==> src/core/dcf_map.svh <==
// constants for the dual clock fifo with mailbox ports
// assumes: included by the design files of the fifo block only
`ifndef DCF_MAP_SVH
`define DCF_MAP_SVH

`define DCF_WIDTH      36
`define DCF_DEPTH      64
`define DCF_PTR_W      7
`define DCF_THR_HH     7'h10
`define DCF_THR_HL     7'h0c
`define DCF_THR_LH     7'h08
`define DCF_THR_LL     7'h04
`define DCF_FULL_RST   1'b0
`define DCF_EMPTY_RST  1'b0
`define DCF_AE_RST     1'b0
`define DCF_AF_RST     1'b1
`define DCF_MBF_RST    1'b1

`endif

==> src/core/dcf_pkg.sv <==
// types shared by the dual clock fifo with mailbox ports
// assumes: compiled before every module of the block
package dcf_pkg;

  // control pins of one port
  typedef struct packed {
    logic select_n;
    logic write_not_read;
    logic enable;
    logic mailbox_select;
  } dcf_port_ctl_s;

  // operation decoded at a port clock edge
  typedef enum logic [2:0] {
    DCF_OP_NONE,
    DCF_OP_FIFO_WR,
    DCF_OP_MAIL_WR,
    DCF_OP_FIFO_RD,
    DCF_OP_MAIL_RD
  } dcf_op_e;

  // enable and mailbox select decoding of one port
  function automatic dcf_op_e dcf_decode(input dcf_port_ctl_s c);
    dcf_op_e op;
    op = DCF_OP_NONE;
    if (!c.select_n && c.enable) begin
      if (c.write_not_read) begin
        op = c.mailbox_select ? DCF_OP_MAIL_WR : DCF_OP_FIFO_WR;
      end else begin
        op = c.mailbox_select ? DCF_OP_MAIL_RD : DCF_OP_FIFO_RD;
      end
    end
    return op;
  endfunction

endpackage

==> src/core/dcf_flag_pipe.sv <==
// two stage status flag pipeline for one port of the fifo
// assumes: edge_pulse marks a port clock rising edge in the sys_clk domain
`timescale 1ns/1ps
`include "dcf_map.svh"

module dcf_flag_pipe #(
  parameter bit WRITE_SIDE = 1'b0
) (
  input  wire logic                  sys_clk,
  input  wire logic                  rstn,
  input  wire logic                  edge_pulse,
  input  wire logic                  hold_off,
  input  wire logic [`DCF_PTR_W-1:0] far_ptr,
  input  wire logic [`DCF_PTR_W-1:0] near_ptr,
  input  wire logic [`DCF_PTR_W-1:0] thresh,
  output logic                       flag_n,
  output logic                       almost_n
);

  logic [`DCF_PTR_W-1:0] far_s1;
  logic [`DCF_PTR_W-1:0] count;

  // fill level seen through the first stage
  assign count = WRITE_SIDE ? near_ptr - far_s1 : far_s1 - near_ptr;

  // first stage: sample the far pointer on the port edge
  always_ff @(posedge sys_clk or negedge rstn) begin
    if (!rstn) begin
      far_s1 <= '0;
    end else if (edge_pulse) begin
      far_s1 <= far_ptr;
    end
  end

  // second stage: flags from the sampled level
  always_ff @(posedge sys_clk or negedge rstn) begin
    if (!rstn) begin
      flag_n   <= WRITE_SIDE ? `DCF_FULL_RST : `DCF_EMPTY_RST;
      almost_n <= WRITE_SIDE ? `DCF_AF_RST : `DCF_AE_RST;
    end else if (edge_pulse) begin
      if (WRITE_SIDE) begin
        flag_n   <= !hold_off && (count != 7'(`DCF_DEPTH));
        almost_n <= count < (7'(`DCF_DEPTH) - thresh);
      end else begin
        flag_n   <= count != 7'h00;
        almost_n <= count > thresh;
      end
    end
  end

endmodule // dcf_flag_pipe

==> src/core/dcf_fifo_mailbox.sv <==
// 64 word by 36 bit fifo from port a to port b, with a mailbox each way
// assumes: port clocks arrive as inputs synchronous to sys_clk and are
// edge detected; the bus pins are resolved outside from the enables
//
// Operation
// - reset acts asynchronously to every clock
// - reset clears pointers, sets fifo flag levels
// - reset marks both mailboxes empty
// - full flag rises on second write edge
// - reset release loads threshold from selects
// - bus driven only when selected for read
// - write edge stores port a word
// - read edge loads fifo output register
// - port a shows second mailbox, read frees it
// - port b shows output or first mailbox
// - flags pass two stages in port domain
// - reads ignored while empty flag low
// - read pointer advances per output load
// - new word readable on third read cycle
// - empty rises second edge, read next cycle
// - late first edge delays synchronisation count
// - mailbox writes store the port bus
// - mailbox write marks occupied, blocks rewrites
// - writes ignored while full flag low
// - almost flags follow threshold fill levels
`timescale 1ns/1ps
`include "dcf_map.svh"

module dcf_fifo_mailbox (
  input  wire logic                   sys_clk,
  input  wire logic                   rstn,
  input  wire logic                   write_port_clock,
  input  wire logic                   read_port_clock,
  input  wire logic                   threshold_select_lo,
  input  wire logic                   threshold_select_hi,
  input  wire dcf_pkg::dcf_port_ctl_s port_a_ctl,
  input  wire dcf_pkg::dcf_port_ctl_s port_b_ctl,
  input  wire logic [`DCF_WIDTH-1:0]  port_a_bus_in,
  output logic      [`DCF_WIDTH-1:0]  port_a_bus_out,
  output logic                        port_a_bus_oe,
  input  wire logic [`DCF_WIDTH-1:0]  port_b_bus_in,
  output logic      [`DCF_WIDTH-1:0]  port_b_bus_out,
  output logic                        port_b_bus_oe,
  output logic                        full_indicator_n,
  output logic                        empty_indicator_n,
  output logic                        almost_empty_n,
  output logic                        almost_full_n,
  output logic                        first_mailbox_occupied_n,
  output logic                        second_mailbox_occupied_n
);

  // ****************************************************************
  // declarations
  // ****************************************************************
  logic [`DCF_WIDTH-1:0] mem [`DCF_DEPTH];
  logic [`DCF_PTR_W-1:0] wptr;
  logic [`DCF_PTR_W-1:0] rptr;
  logic [`DCF_PTR_W-1:0] next_wptr;
  logic [`DCF_PTR_W-1:0] next_rptr;
  logic [`DCF_PTR_W-1:0] thresh;
  logic [`DCF_WIDTH-1:0] out_reg;
  logic [`DCF_WIDTH-1:0] first_mailbox;
  logic [`DCF_WIDTH-1:0] second_mailbox;
  logic                  wclk_q;
  logic                  rclk_q;
  logic                  wa_rise;
  logic                  rb_rise;
  logic                  thr_loaded;
  logic                  wa_started;
  logic                  fifo_wr;
  logic                  fifo_rd;
  logic                  first_mailbox_wr;
  logic                  first_mailbox_rd;
  logic                  second_mailbox_wr;
  logic                  second_mailbox_rd;
  dcf_pkg::dcf_op_e      op_a;
  dcf_pkg::dcf_op_e      op_b;

  // one step of a fifo pointer, wrapping past the full count
  function automatic logic [`DCF_PTR_W-1:0] ptr_step(input logic [`DCF_PTR_W-1:0] p);
    return p + 7'h01;
  endfunction

  // ****************************************************************
  // port clock edges and decoding
  // ****************************************************************

  // previous level of each port clock; kept running through reset so that a
  // clock already high at reset release is not taken for a fresh edge
  always_ff @(posedge sys_clk) begin
    wclk_q <= write_port_clock;
    rclk_q <= read_port_clock;
  end

  // rising edges and decoded port operations
  assign wa_rise  = write_port_clock && !wclk_q;
  assign rb_rise  = read_port_clock && !rclk_q;
  assign op_a     = dcf_pkg::dcf_decode(port_a_ctl);
  assign op_b     = dcf_pkg::dcf_decode(port_b_ctl);
  assign fifo_wr  = wa_rise && op_a == dcf_pkg::DCF_OP_FIFO_WR
                    && full_indicator_n;
  assign fifo_rd  = rb_rise && op_b == dcf_pkg::DCF_OP_FIFO_RD
                    && empty_indicator_n;
  assign first_mailbox_wr = wa_rise && op_a == dcf_pkg::DCF_OP_MAIL_WR
                    && first_mailbox_occupied_n;
  assign second_mailbox_wr = rb_rise && op_b == dcf_pkg::DCF_OP_MAIL_WR
                    && second_mailbox_occupied_n;
  assign first_mailbox_rd = rb_rise && op_b == dcf_pkg::DCF_OP_MAIL_RD;
  assign second_mailbox_rd = wa_rise && op_a == dcf_pkg::DCF_OP_MAIL_RD;
  assign next_wptr = fifo_wr ? ptr_step(wptr) : wptr;
  assign next_rptr = fifo_rd ? ptr_step(rptr) : rptr;

  // ****************************************************************
  // threshold and start up
  // ****************************************************************

  // threshold caught on the first clock after reset release
  always_ff @(posedge sys_clk or negedge rstn) begin
    if (!rstn) begin
      thr_loaded <= 1'b0;
      thresh     <= `DCF_THR_LL;
    end else if (!thr_loaded) begin
      thr_loaded <= 1'b1;
      unique case ({threshold_select_hi, threshold_select_lo})
        2'b11: thresh <= `DCF_THR_HH;
        2'b10: thresh <= `DCF_THR_HL;
        2'b01: thresh <= `DCF_THR_LH;
        2'b00: thresh <= `DCF_THR_LL;
      endcase
    end
  end

  // first write edge after reset keeps full low
  always_ff @(posedge sys_clk or negedge rstn) begin
    if (!rstn) begin
      wa_started <= 1'b0;
    end else if (wa_rise) begin
      wa_started <= 1'b1;
    end
  end

  // ****************************************************************
  // fifo storage and pointers
  // ****************************************************************

  // memory write, no reset needed on the array
  always_ff @(posedge sys_clk) begin
    if (fifo_wr) begin
      mem[wptr[5:0]] <= port_a_bus_in;
    end
  end

  // pointers cleared by reset, advanced by transfers
  always_ff @(posedge sys_clk or negedge rstn) begin
    if (!rstn) begin
      wptr <= '0;
      rptr <= '0;
    end else begin
      wptr <= next_wptr;
      rptr <= next_rptr;
    end
  end

  // output register loads only on an accepted read
  always_ff @(posedge sys_clk or negedge rstn) begin
    if (!rstn) begin
      out_reg <= '0;
    end else if (fifo_rd) begin
      out_reg <= mem[rptr[5:0]];
    end
  end

  // ****************************************************************
  // status flags
  // ****************************************************************

  // full and almost full in the write port domain
  dcf_flag_pipe #(
    .WRITE_SIDE (1'b1)
  ) u_wflags (
    .sys_clk    (sys_clk),
    .rstn       (rstn),
    .edge_pulse (wa_rise),
    .hold_off   (!wa_started),
    .far_ptr    (rptr),
    .near_ptr   (next_wptr),
    .thresh     (thresh),
    .flag_n     (full_indicator_n),
    .almost_n   (almost_full_n)
  );

  // empty and almost empty in the read port domain
  dcf_flag_pipe #(
    .WRITE_SIDE (1'b0)
  ) u_rflags (
    .sys_clk    (sys_clk),
    .rstn       (rstn),
    .edge_pulse (rb_rise),
    .hold_off   (1'b0),
    .far_ptr    (wptr),
    .near_ptr   (next_rptr),
    .thresh     (thresh),
    .flag_n     (empty_indicator_n),
    .almost_n   (almost_empty_n)
  );

  // ****************************************************************
  // mailboxes
  // ****************************************************************

  // first mailbox: port a writes, port b reads
  always_ff @(posedge sys_clk or negedge rstn) begin
    if (!rstn) begin
      first_mailbox            <= '0;
      first_mailbox_occupied_n <= `DCF_MBF_RST;
    end else if (first_mailbox_wr) begin
      first_mailbox            <= port_a_bus_in;
      first_mailbox_occupied_n <= 1'b0;
    end else if (first_mailbox_rd) begin
      first_mailbox_occupied_n <= 1'b1;
    end
  end

  // second mailbox: port b writes, port a reads
  always_ff @(posedge sys_clk or negedge rstn) begin
    if (!rstn) begin
      second_mailbox            <= '0;
      second_mailbox_occupied_n <= `DCF_MBF_RST;
    end else if (second_mailbox_wr) begin
      second_mailbox            <= port_b_bus_in;
      second_mailbox_occupied_n <= 1'b0;
    end else if (second_mailbox_rd) begin
      second_mailbox_occupied_n <= 1'b1;
    end
  end

  // ****************************************************************
  // bus drive
  // ****************************************************************

  // enables follow the selects without a clock
  assign port_a_bus_oe  = !port_a_ctl.select_n && !port_a_ctl.write_not_read;
  assign port_b_bus_oe  = !port_b_ctl.select_n && !port_b_ctl.write_not_read;
  assign port_a_bus_out = second_mailbox;
  assign port_b_bus_out = port_b_ctl.mailbox_select ? first_mailbox : out_reg;

  // ****************************************************************
  // checks
  // ****************************************************************
  logic [1:0] wa_edges;

  // write edges seen since reset, saturating
  always_ff @(posedge sys_clk or negedge rstn) begin
    if (!rstn) begin
      wa_edges <= 2'h0;
    end else if (wa_rise && wa_edges != 2'h3) begin
      wa_edges <= wa_edges + 2'h1;
    end
  end
endmodule // dcf_fifo_mailbox

==> config.mk <==
export PLATFORM = sky130hd
export DESIGN_NAME = dcf_fifo_mailbox
export DESIGN_NICKNAME = d
export VERILOG_FILES = /design/src/core/dcf_pkg.sv /design/src/core/dcf_flag_pipe.sv /design/src/core/dcf_fifo_mailbox.sv
export VERILOG_INCLUDE_DIRS = /design/src /design/src/core
export SDC_FILE = /design/constraint.sdc
export NUM_CORES = 2
export LEC_CHECK = 0
export BUFFER_PORTS_ARGS = -buffer_cell sky130_fd_sc_hd__buf_2
export CAP_MARGIN = 20
export CELL_PAD_IN_SITES_DETAIL_PLACEMENT = 0
export CELL_PAD_IN_SITES_GLOBAL_PLACEMENT = 2
export CORE_MARGIN = 3
export CORE_UTILIZATION = 50
export DETAILED_ROUTE_END_ITERATION = 12
export PLACE_DENSITY_LB_ADDON = 0.2
export SYNTH_ARGS = -nofsm -noshare
export SYNTH_HDL_FRONTEND = slang
export SYNTH_HIERARCHICAL = 1
export SYNTH_SLANG_ARGS = --single-unit
==> constraint.sdc <==
create_clock -name sys_clk -period 4 [get_ports sys_clk]
set_input_delay 0.2 -clock sys_clk [delete_from_list [all_inputs] [get_ports sys_clk]]
set_output_delay 0.2 -clock sys_clk [all_outputs]
set_load 0.02 [all_outputs]
# After elaboration in Yosys (flattened, before gate mapping)
# Memories as Yosys holds them, arrays and structs flattened. A register that Yosys moved wholly into a read port is not among the register bits.
# Cells that the tools add are included.
# W data, S select, Z words.
[classes]
n_mux = 18
add_sub_neg = 5
reduce_logical = 28
eq_ne = 10
order_cmp = 2
[ops]
columns = ["op", "count"]
rows = [
  ["$mux W36", 1],
  ["$pmux W7 S4", 1],
  ["$mux W3", 6],
  ["$logic_and A1 B1 Y1", 17],
  ["$add A7 B1 Y7 const B", 2],
  ["$mux W7", 2],
  ["$sub A7 B7 Y7", 2],
  ["$eq A3 B2 Y1 const B", 3],
  ["$gt A7 B7 Y1", 1],
  ["$logic_not A1 Y1", 7],
  ["$lt A7 B7 Y1", 1],
  ["$ne A7 B7 Y1 const B", 1],
  ["$reduce_bool A7 Y1", 1],
  ["$sub A7 B7 Y7 const A", 1],
  ["$eq A3 B3 Y1 const B", 2],
  ["$mux W1", 6],
  ["$eq A2 B2 Y1 const B", 2],
  ["$mux W2", 2],
  ["$reduce_bool A2 Y1", 2],
  ["$eq A3 B1 Y1 const B", 1],
  ["$eq A2 B1 Y1 const B", 1],
  ["$logic_not A2 Y1", 1],
]
[totals]
ramBits = 2304
out_inout_bits = 80
regBits = 117
wordCells = 81
n_memories = 1
[memory_table]
columns = ["name", "words", "word_bits", "read_ports", "rd_clocked_by_memory_dff", "write_ports", "line", "text"]
rows = [
  ["mem", 64, 36, 1, 1, 1, "dcf_fifo_mailbox.sv:55", "logic [`DCF_WIDTH-1:0] mem [`DCF_DEPTH];"],
]

# Longest topological paths before layout
[depth]
depth_word = 10
ltp_mapped = 19
depth_no_buf = 17

# Modules after synthesis
# The synthesis kept the hierarchy.
[by_module_without_submodules]
columns = ["module", "area_each_um2", "cells_each", "seq_area_each_um2", "instances"]
rows = [
  ["dcf_fifo_mailbox", 93523.4, 4271, 72458.2, 1],
  ["dcf_flag_pipe at u_wflags", 847.1, 101, 226.5, 1],
  ["dcf_flag_pipe at u_rflags", 788.3, 84, 225.2, 1],
]

# Worst setup path after synthesis
# Ideal clock, no wire load.
[synth_timing]
kind = "register -> register"
start = "reg u_rflags.flag_n"
end = "reg u_rflags.almost_n"
required_time_ns = 3.879
path_slack_ns = 0.192
arrival_ns = 3.687
path_buffers = 2
stages_incl_launch_ff = 18
setup_ns = 0.121
path_cell_list = "dfrtp_1 -> or4bb_1 -> nor2_1 -> clkbuf_1 -> clkbuf_1 -> nand2_1 -> xnor2_1 -> inv_1 -> ha_1 -> a211oi_2 -> o21ai_0 -> a21oi_1 -> xnor2_1 -> ha_1 -> nand3_1 -> o21ai_0 -> a21oi_1 -> a22o_1"
[synth_via]
elab_chain_len = 4
[synth_lines]
columns = ["item", "line", "text"]
rows = [
  ["start: declaration", "dcf_flag_pipe.sv:16", "output logic flag_n,"],
  ["start signal: assignment", "dcf_flag_pipe.sv:38", "flag_n <= WRITE_SIDE ? `DCF_FULL_RST : `DCF_EMPTY_RST;"],
  ["start signal: assignment", "dcf_flag_pipe.sv:42", "flag_n <= !hold_off && (count != 7'(`DCF_DEPTH));"],
  ["$logic_and A1 B1 Y1", "dcf_fifo_mailbox.sv:103", "&& empty_indicator_n;"],
  ["$mux W7", "dcf_fifo_mailbox.sv:111", "assign next_rptr = fifo_rd ? ptr_step(rptr) : rptr;"],
  ["net next_rptr[2]", "dcf_fifo_mailbox.sv:59", "logic [`DCF_PTR_W-1:0] next_rptr;"],
  ["$sub A7 B7 Y7", "dcf_flag_pipe.sv:24", "assign count = WRITE_SIDE ? near_ptr - far_s1 : far_s1 - near_ptr;"],
  ["$gt A7 B7 Y1", "dcf_flag_pipe.sv:46", "almost_n <= count > thresh;"],
  ["end signal: assignment", "dcf_flag_pipe.sv:39", "almost_n <= WRITE_SIDE ? `DCF_AF_RST : `DCF_AE_RST;"],
  ["end signal: assignment", "dcf_flag_pipe.sv:43", "almost_n <= count < (7'(`DCF_DEPTH) - thresh);"],
  ["end signal: assignment", "dcf_flag_pipe.sv:46", ""],
  ["end: declaration", "dcf_flag_pipe.sv:17", "output logic almost_n"],
]
# The timed path passes the listed nets, and every way through them passes these cells.
# A chain may end at the register's enable or synchronous reset.

# Final worst setup path
# Ends and elaborated chain as after synthesis.

==> run metrics <==
global-route wire length before repair 382600 um; total negative slack 0 ns; main combinational cell family by area after synthesis multiplexers; CTS Buf Count 240; GRT Residual Overflow 0; max reg flops 2304; max-slew violation count 0; I/O Pins 166; DRT Pass-1 Iters 5; DR vias/cell 6.333; fin crit period 3.633 ns; Yosys top cell area share 72.71%; gr usage total 27.97%; Setup violations, final 0; synth top area cells edfxtp_1 73%, mux4_2 12%, dfrtp_1 3.8%; Clk Latency, worst-skew pair 0.88 ns; worst hold slack 0.005252 ns; Syn Inst Count 4456; status complete, no violations; EDFF count, synth 2304; mapped cell area 95160 sq um; clock buffer depth 3; final core occ 58.38%; Avg Cell Area, Syn 21.36 sq um; final WL 273100 um; CP max FO 4; Fill cells 13680; Crit Path Category register to register; CP arrival 4.37 ns; Max H-tree Level 4; gp weighted congestion 0.8472; initial antenna violation count 12; Yosys reg bits 2453; mux contribution to synthesized area 16.33%; VDD IR max 0.4048 mV; Routed Antenna Nets 0; num rows 159; hold crit path type input pin to asynchronous set/reset pin; slew margin rel. 30.42%; static leakage 35.41 nW; Initial DRC Count 6225; Compound-Gate Fraction of Synth Area 2.923%; area leader, netlist edfxtp_1; area delta synth->final 15.58%; Die Area 195600 sq um; clock slew at the register clock pins of the worst setup and hold paths 0.06 ns; adder-cell share of the synthesized area 0.4760%; Netlist cell types 73; largest net degree at the start of global routing 96; register area share after synthesis 76.62%; fin nets 5128; Clock Sinks 2453; Post-Synth XOR/XNOR Area 0.2485%; share of layout cells above drive strength 1 29.59%; via count 48820; FMAX 275.3 MHz; CP Launch Type register; die width 442.3 um; CTS root buffer clkbuf_16; Worst-Margin Slew 1.044 ns; fin crit share 90.82%; Layout Skew 0.04826 ns; Max-Cap Viols 0; Initial Util 50.51%; PD cells 533.5 nW/um^2; area of the core 188400 sq um; simple logic cell fraction of the synthesized area 1.863%; Worst EP required 4.74 ns; Final Hold Fails 0; Detailed Place HPWL 155800 um; vias in the first global route 48540; Design Area, Final 110000 sq um; DR DRC count 0; placed cell area 101400 sq um; most common cell in the synthesized netlist edfxtp_1; FFs w/ async S/R, synth 5.993%; CP Capture Type register; input/output buffers 165; Syn. warnings 6; WL/cell 35.43 um; Vert. Die Dim 442.3 um; CTS tree done; Commonest cells post-synth 2304 x edfxtp_1, 509 x mux4_2, 243 x mux2i_1; RSZ-0062 raised after global routing no; Synth Flop Type edfxtp_1
-- critical path, cell delays in order, from the launching register on --
cell	delay (ns)
dfrtp_1	0.38
nor4bb_1	0.50
nand2_2	0.19
xnor2_1	0.26
ha_1	0.20
inv_1	0.05
fa_1	0.42
a211oi_2	0.24
o21ai_0	0.13
a21oi_1	0.21
xnor2_1	0.12
ha_1	0.31
nand3_1	0.09
o21ai_0	0.17
a21oi_1	0.06
a22o_1	0.19
-- area by class of cell --
type	count	area [sq um]	area share, %
flip-flops and latches	2453	72930	66.31
multi-input cells	1733	21370	19.43
clock buffers	319	6516	5.924
repair buffers	541	4868	4.426
well taps	2495	3122	2.838
clock inverters	128	1036	0.9419
inverters	38	143.9	0.1308
diodes	2	5.005	0.004550
-- placed cells by master, fill, tap and decap left out, types with 65 or more instances in the layout --
master,netlist,routed
nor2_4,0,65
mux4_2,509,509
buf_2,85,163
nor2_1,172,106
buf_4,38,212
dfrtp_1,143,138
mux2i_1,243,243
mux2_2,144,144
edfxtp_1,2304,2304
dlygate4sd3_1,0,87
buf_12,0,76
clkbuf_16,0,243
-- metal layers --
metal | wire length [um] | part of all wire (%) | vias to the layer above | GRT usage (%)
li1 | - | - | 19700 | -
met1 | 111200 | 41 | 26370 | 40.39
met2 | 130900 | 48 | 2378 | 44.38
met3 | 23180 | 8.5 | 377 | 5.063
met4 | 7834 | 2.9 | 4 | 7.743
met5 | 25 | 0.0092 | - | 0
-- worst paths after layout --
path	start	endpoint	slack [ns]	depth (start not counted)
worst max-delay path	u_rflags/flag_n	u_rflags/almost_n	0.37	15
worst min-delay path	rstn	wa_started	0.005	2
worst max register to register	u_rflags/flag_n	u_rflags/almost_n	0.37	15
worst min register to register	wa_started	wa_started	0.48	1
max in group asynchronous	rstn	out_reg[23]	2.98	3
min in group sys_clk	port_a_bus_in[25]	mem[55][25]	0.04	2
-- where the power goes --
part | leakage (nW) | switching, mW | internal (mW) | total (mW)
clock network | 3.68 | 9.65 | 12.1 | 21.7
logic | 9.05 | 4.38 | 4.02 | 8.40
registers | 22.7 | 0.285 | 28.3 | 28.6
total | 35.4 | 14.3 | 44.4 | 58.7
-- repair_timing --
action | in CTS | in global routing
setup endpoints to repair | 0 | 2
buffers inserted | 0 | 0
hold endpoints to repair | 688 | 463
hold buffers | 78 | 10
resized for setup | 0 | 2
-- metrics by stage --
| step | setup WS, ns | std cells | power (mW) |
|---|---|---|---|
| global route | 0.001425 | 7707 | 60.58 |
| CTS | 0.008391 | 7689 | 59.09 |
| detailed placement | 0.2177 | 7164 | 37.50 |
| global placement | 0.1439 | 7164 | 37.46 |
| finish | 0.3674 | 7709 | 58.68 |
| floorplan | 0.1922 | 4467 | 34.98 |
-- cells by family (layout without fill, tap and decap cells) --
group	after synthesis	after routing
AO/OA/AOI/OAI	388	388
XOR/XNOR	27	27
adder cells (fa/ha/maj)	35	35
buffers and inverters	281	1026
flip-flops	2453	2453
multiplexers	898	898
other	2	15
AND/OR/NAND/NOR	372	372
Power figures use the tool's default switching activity.
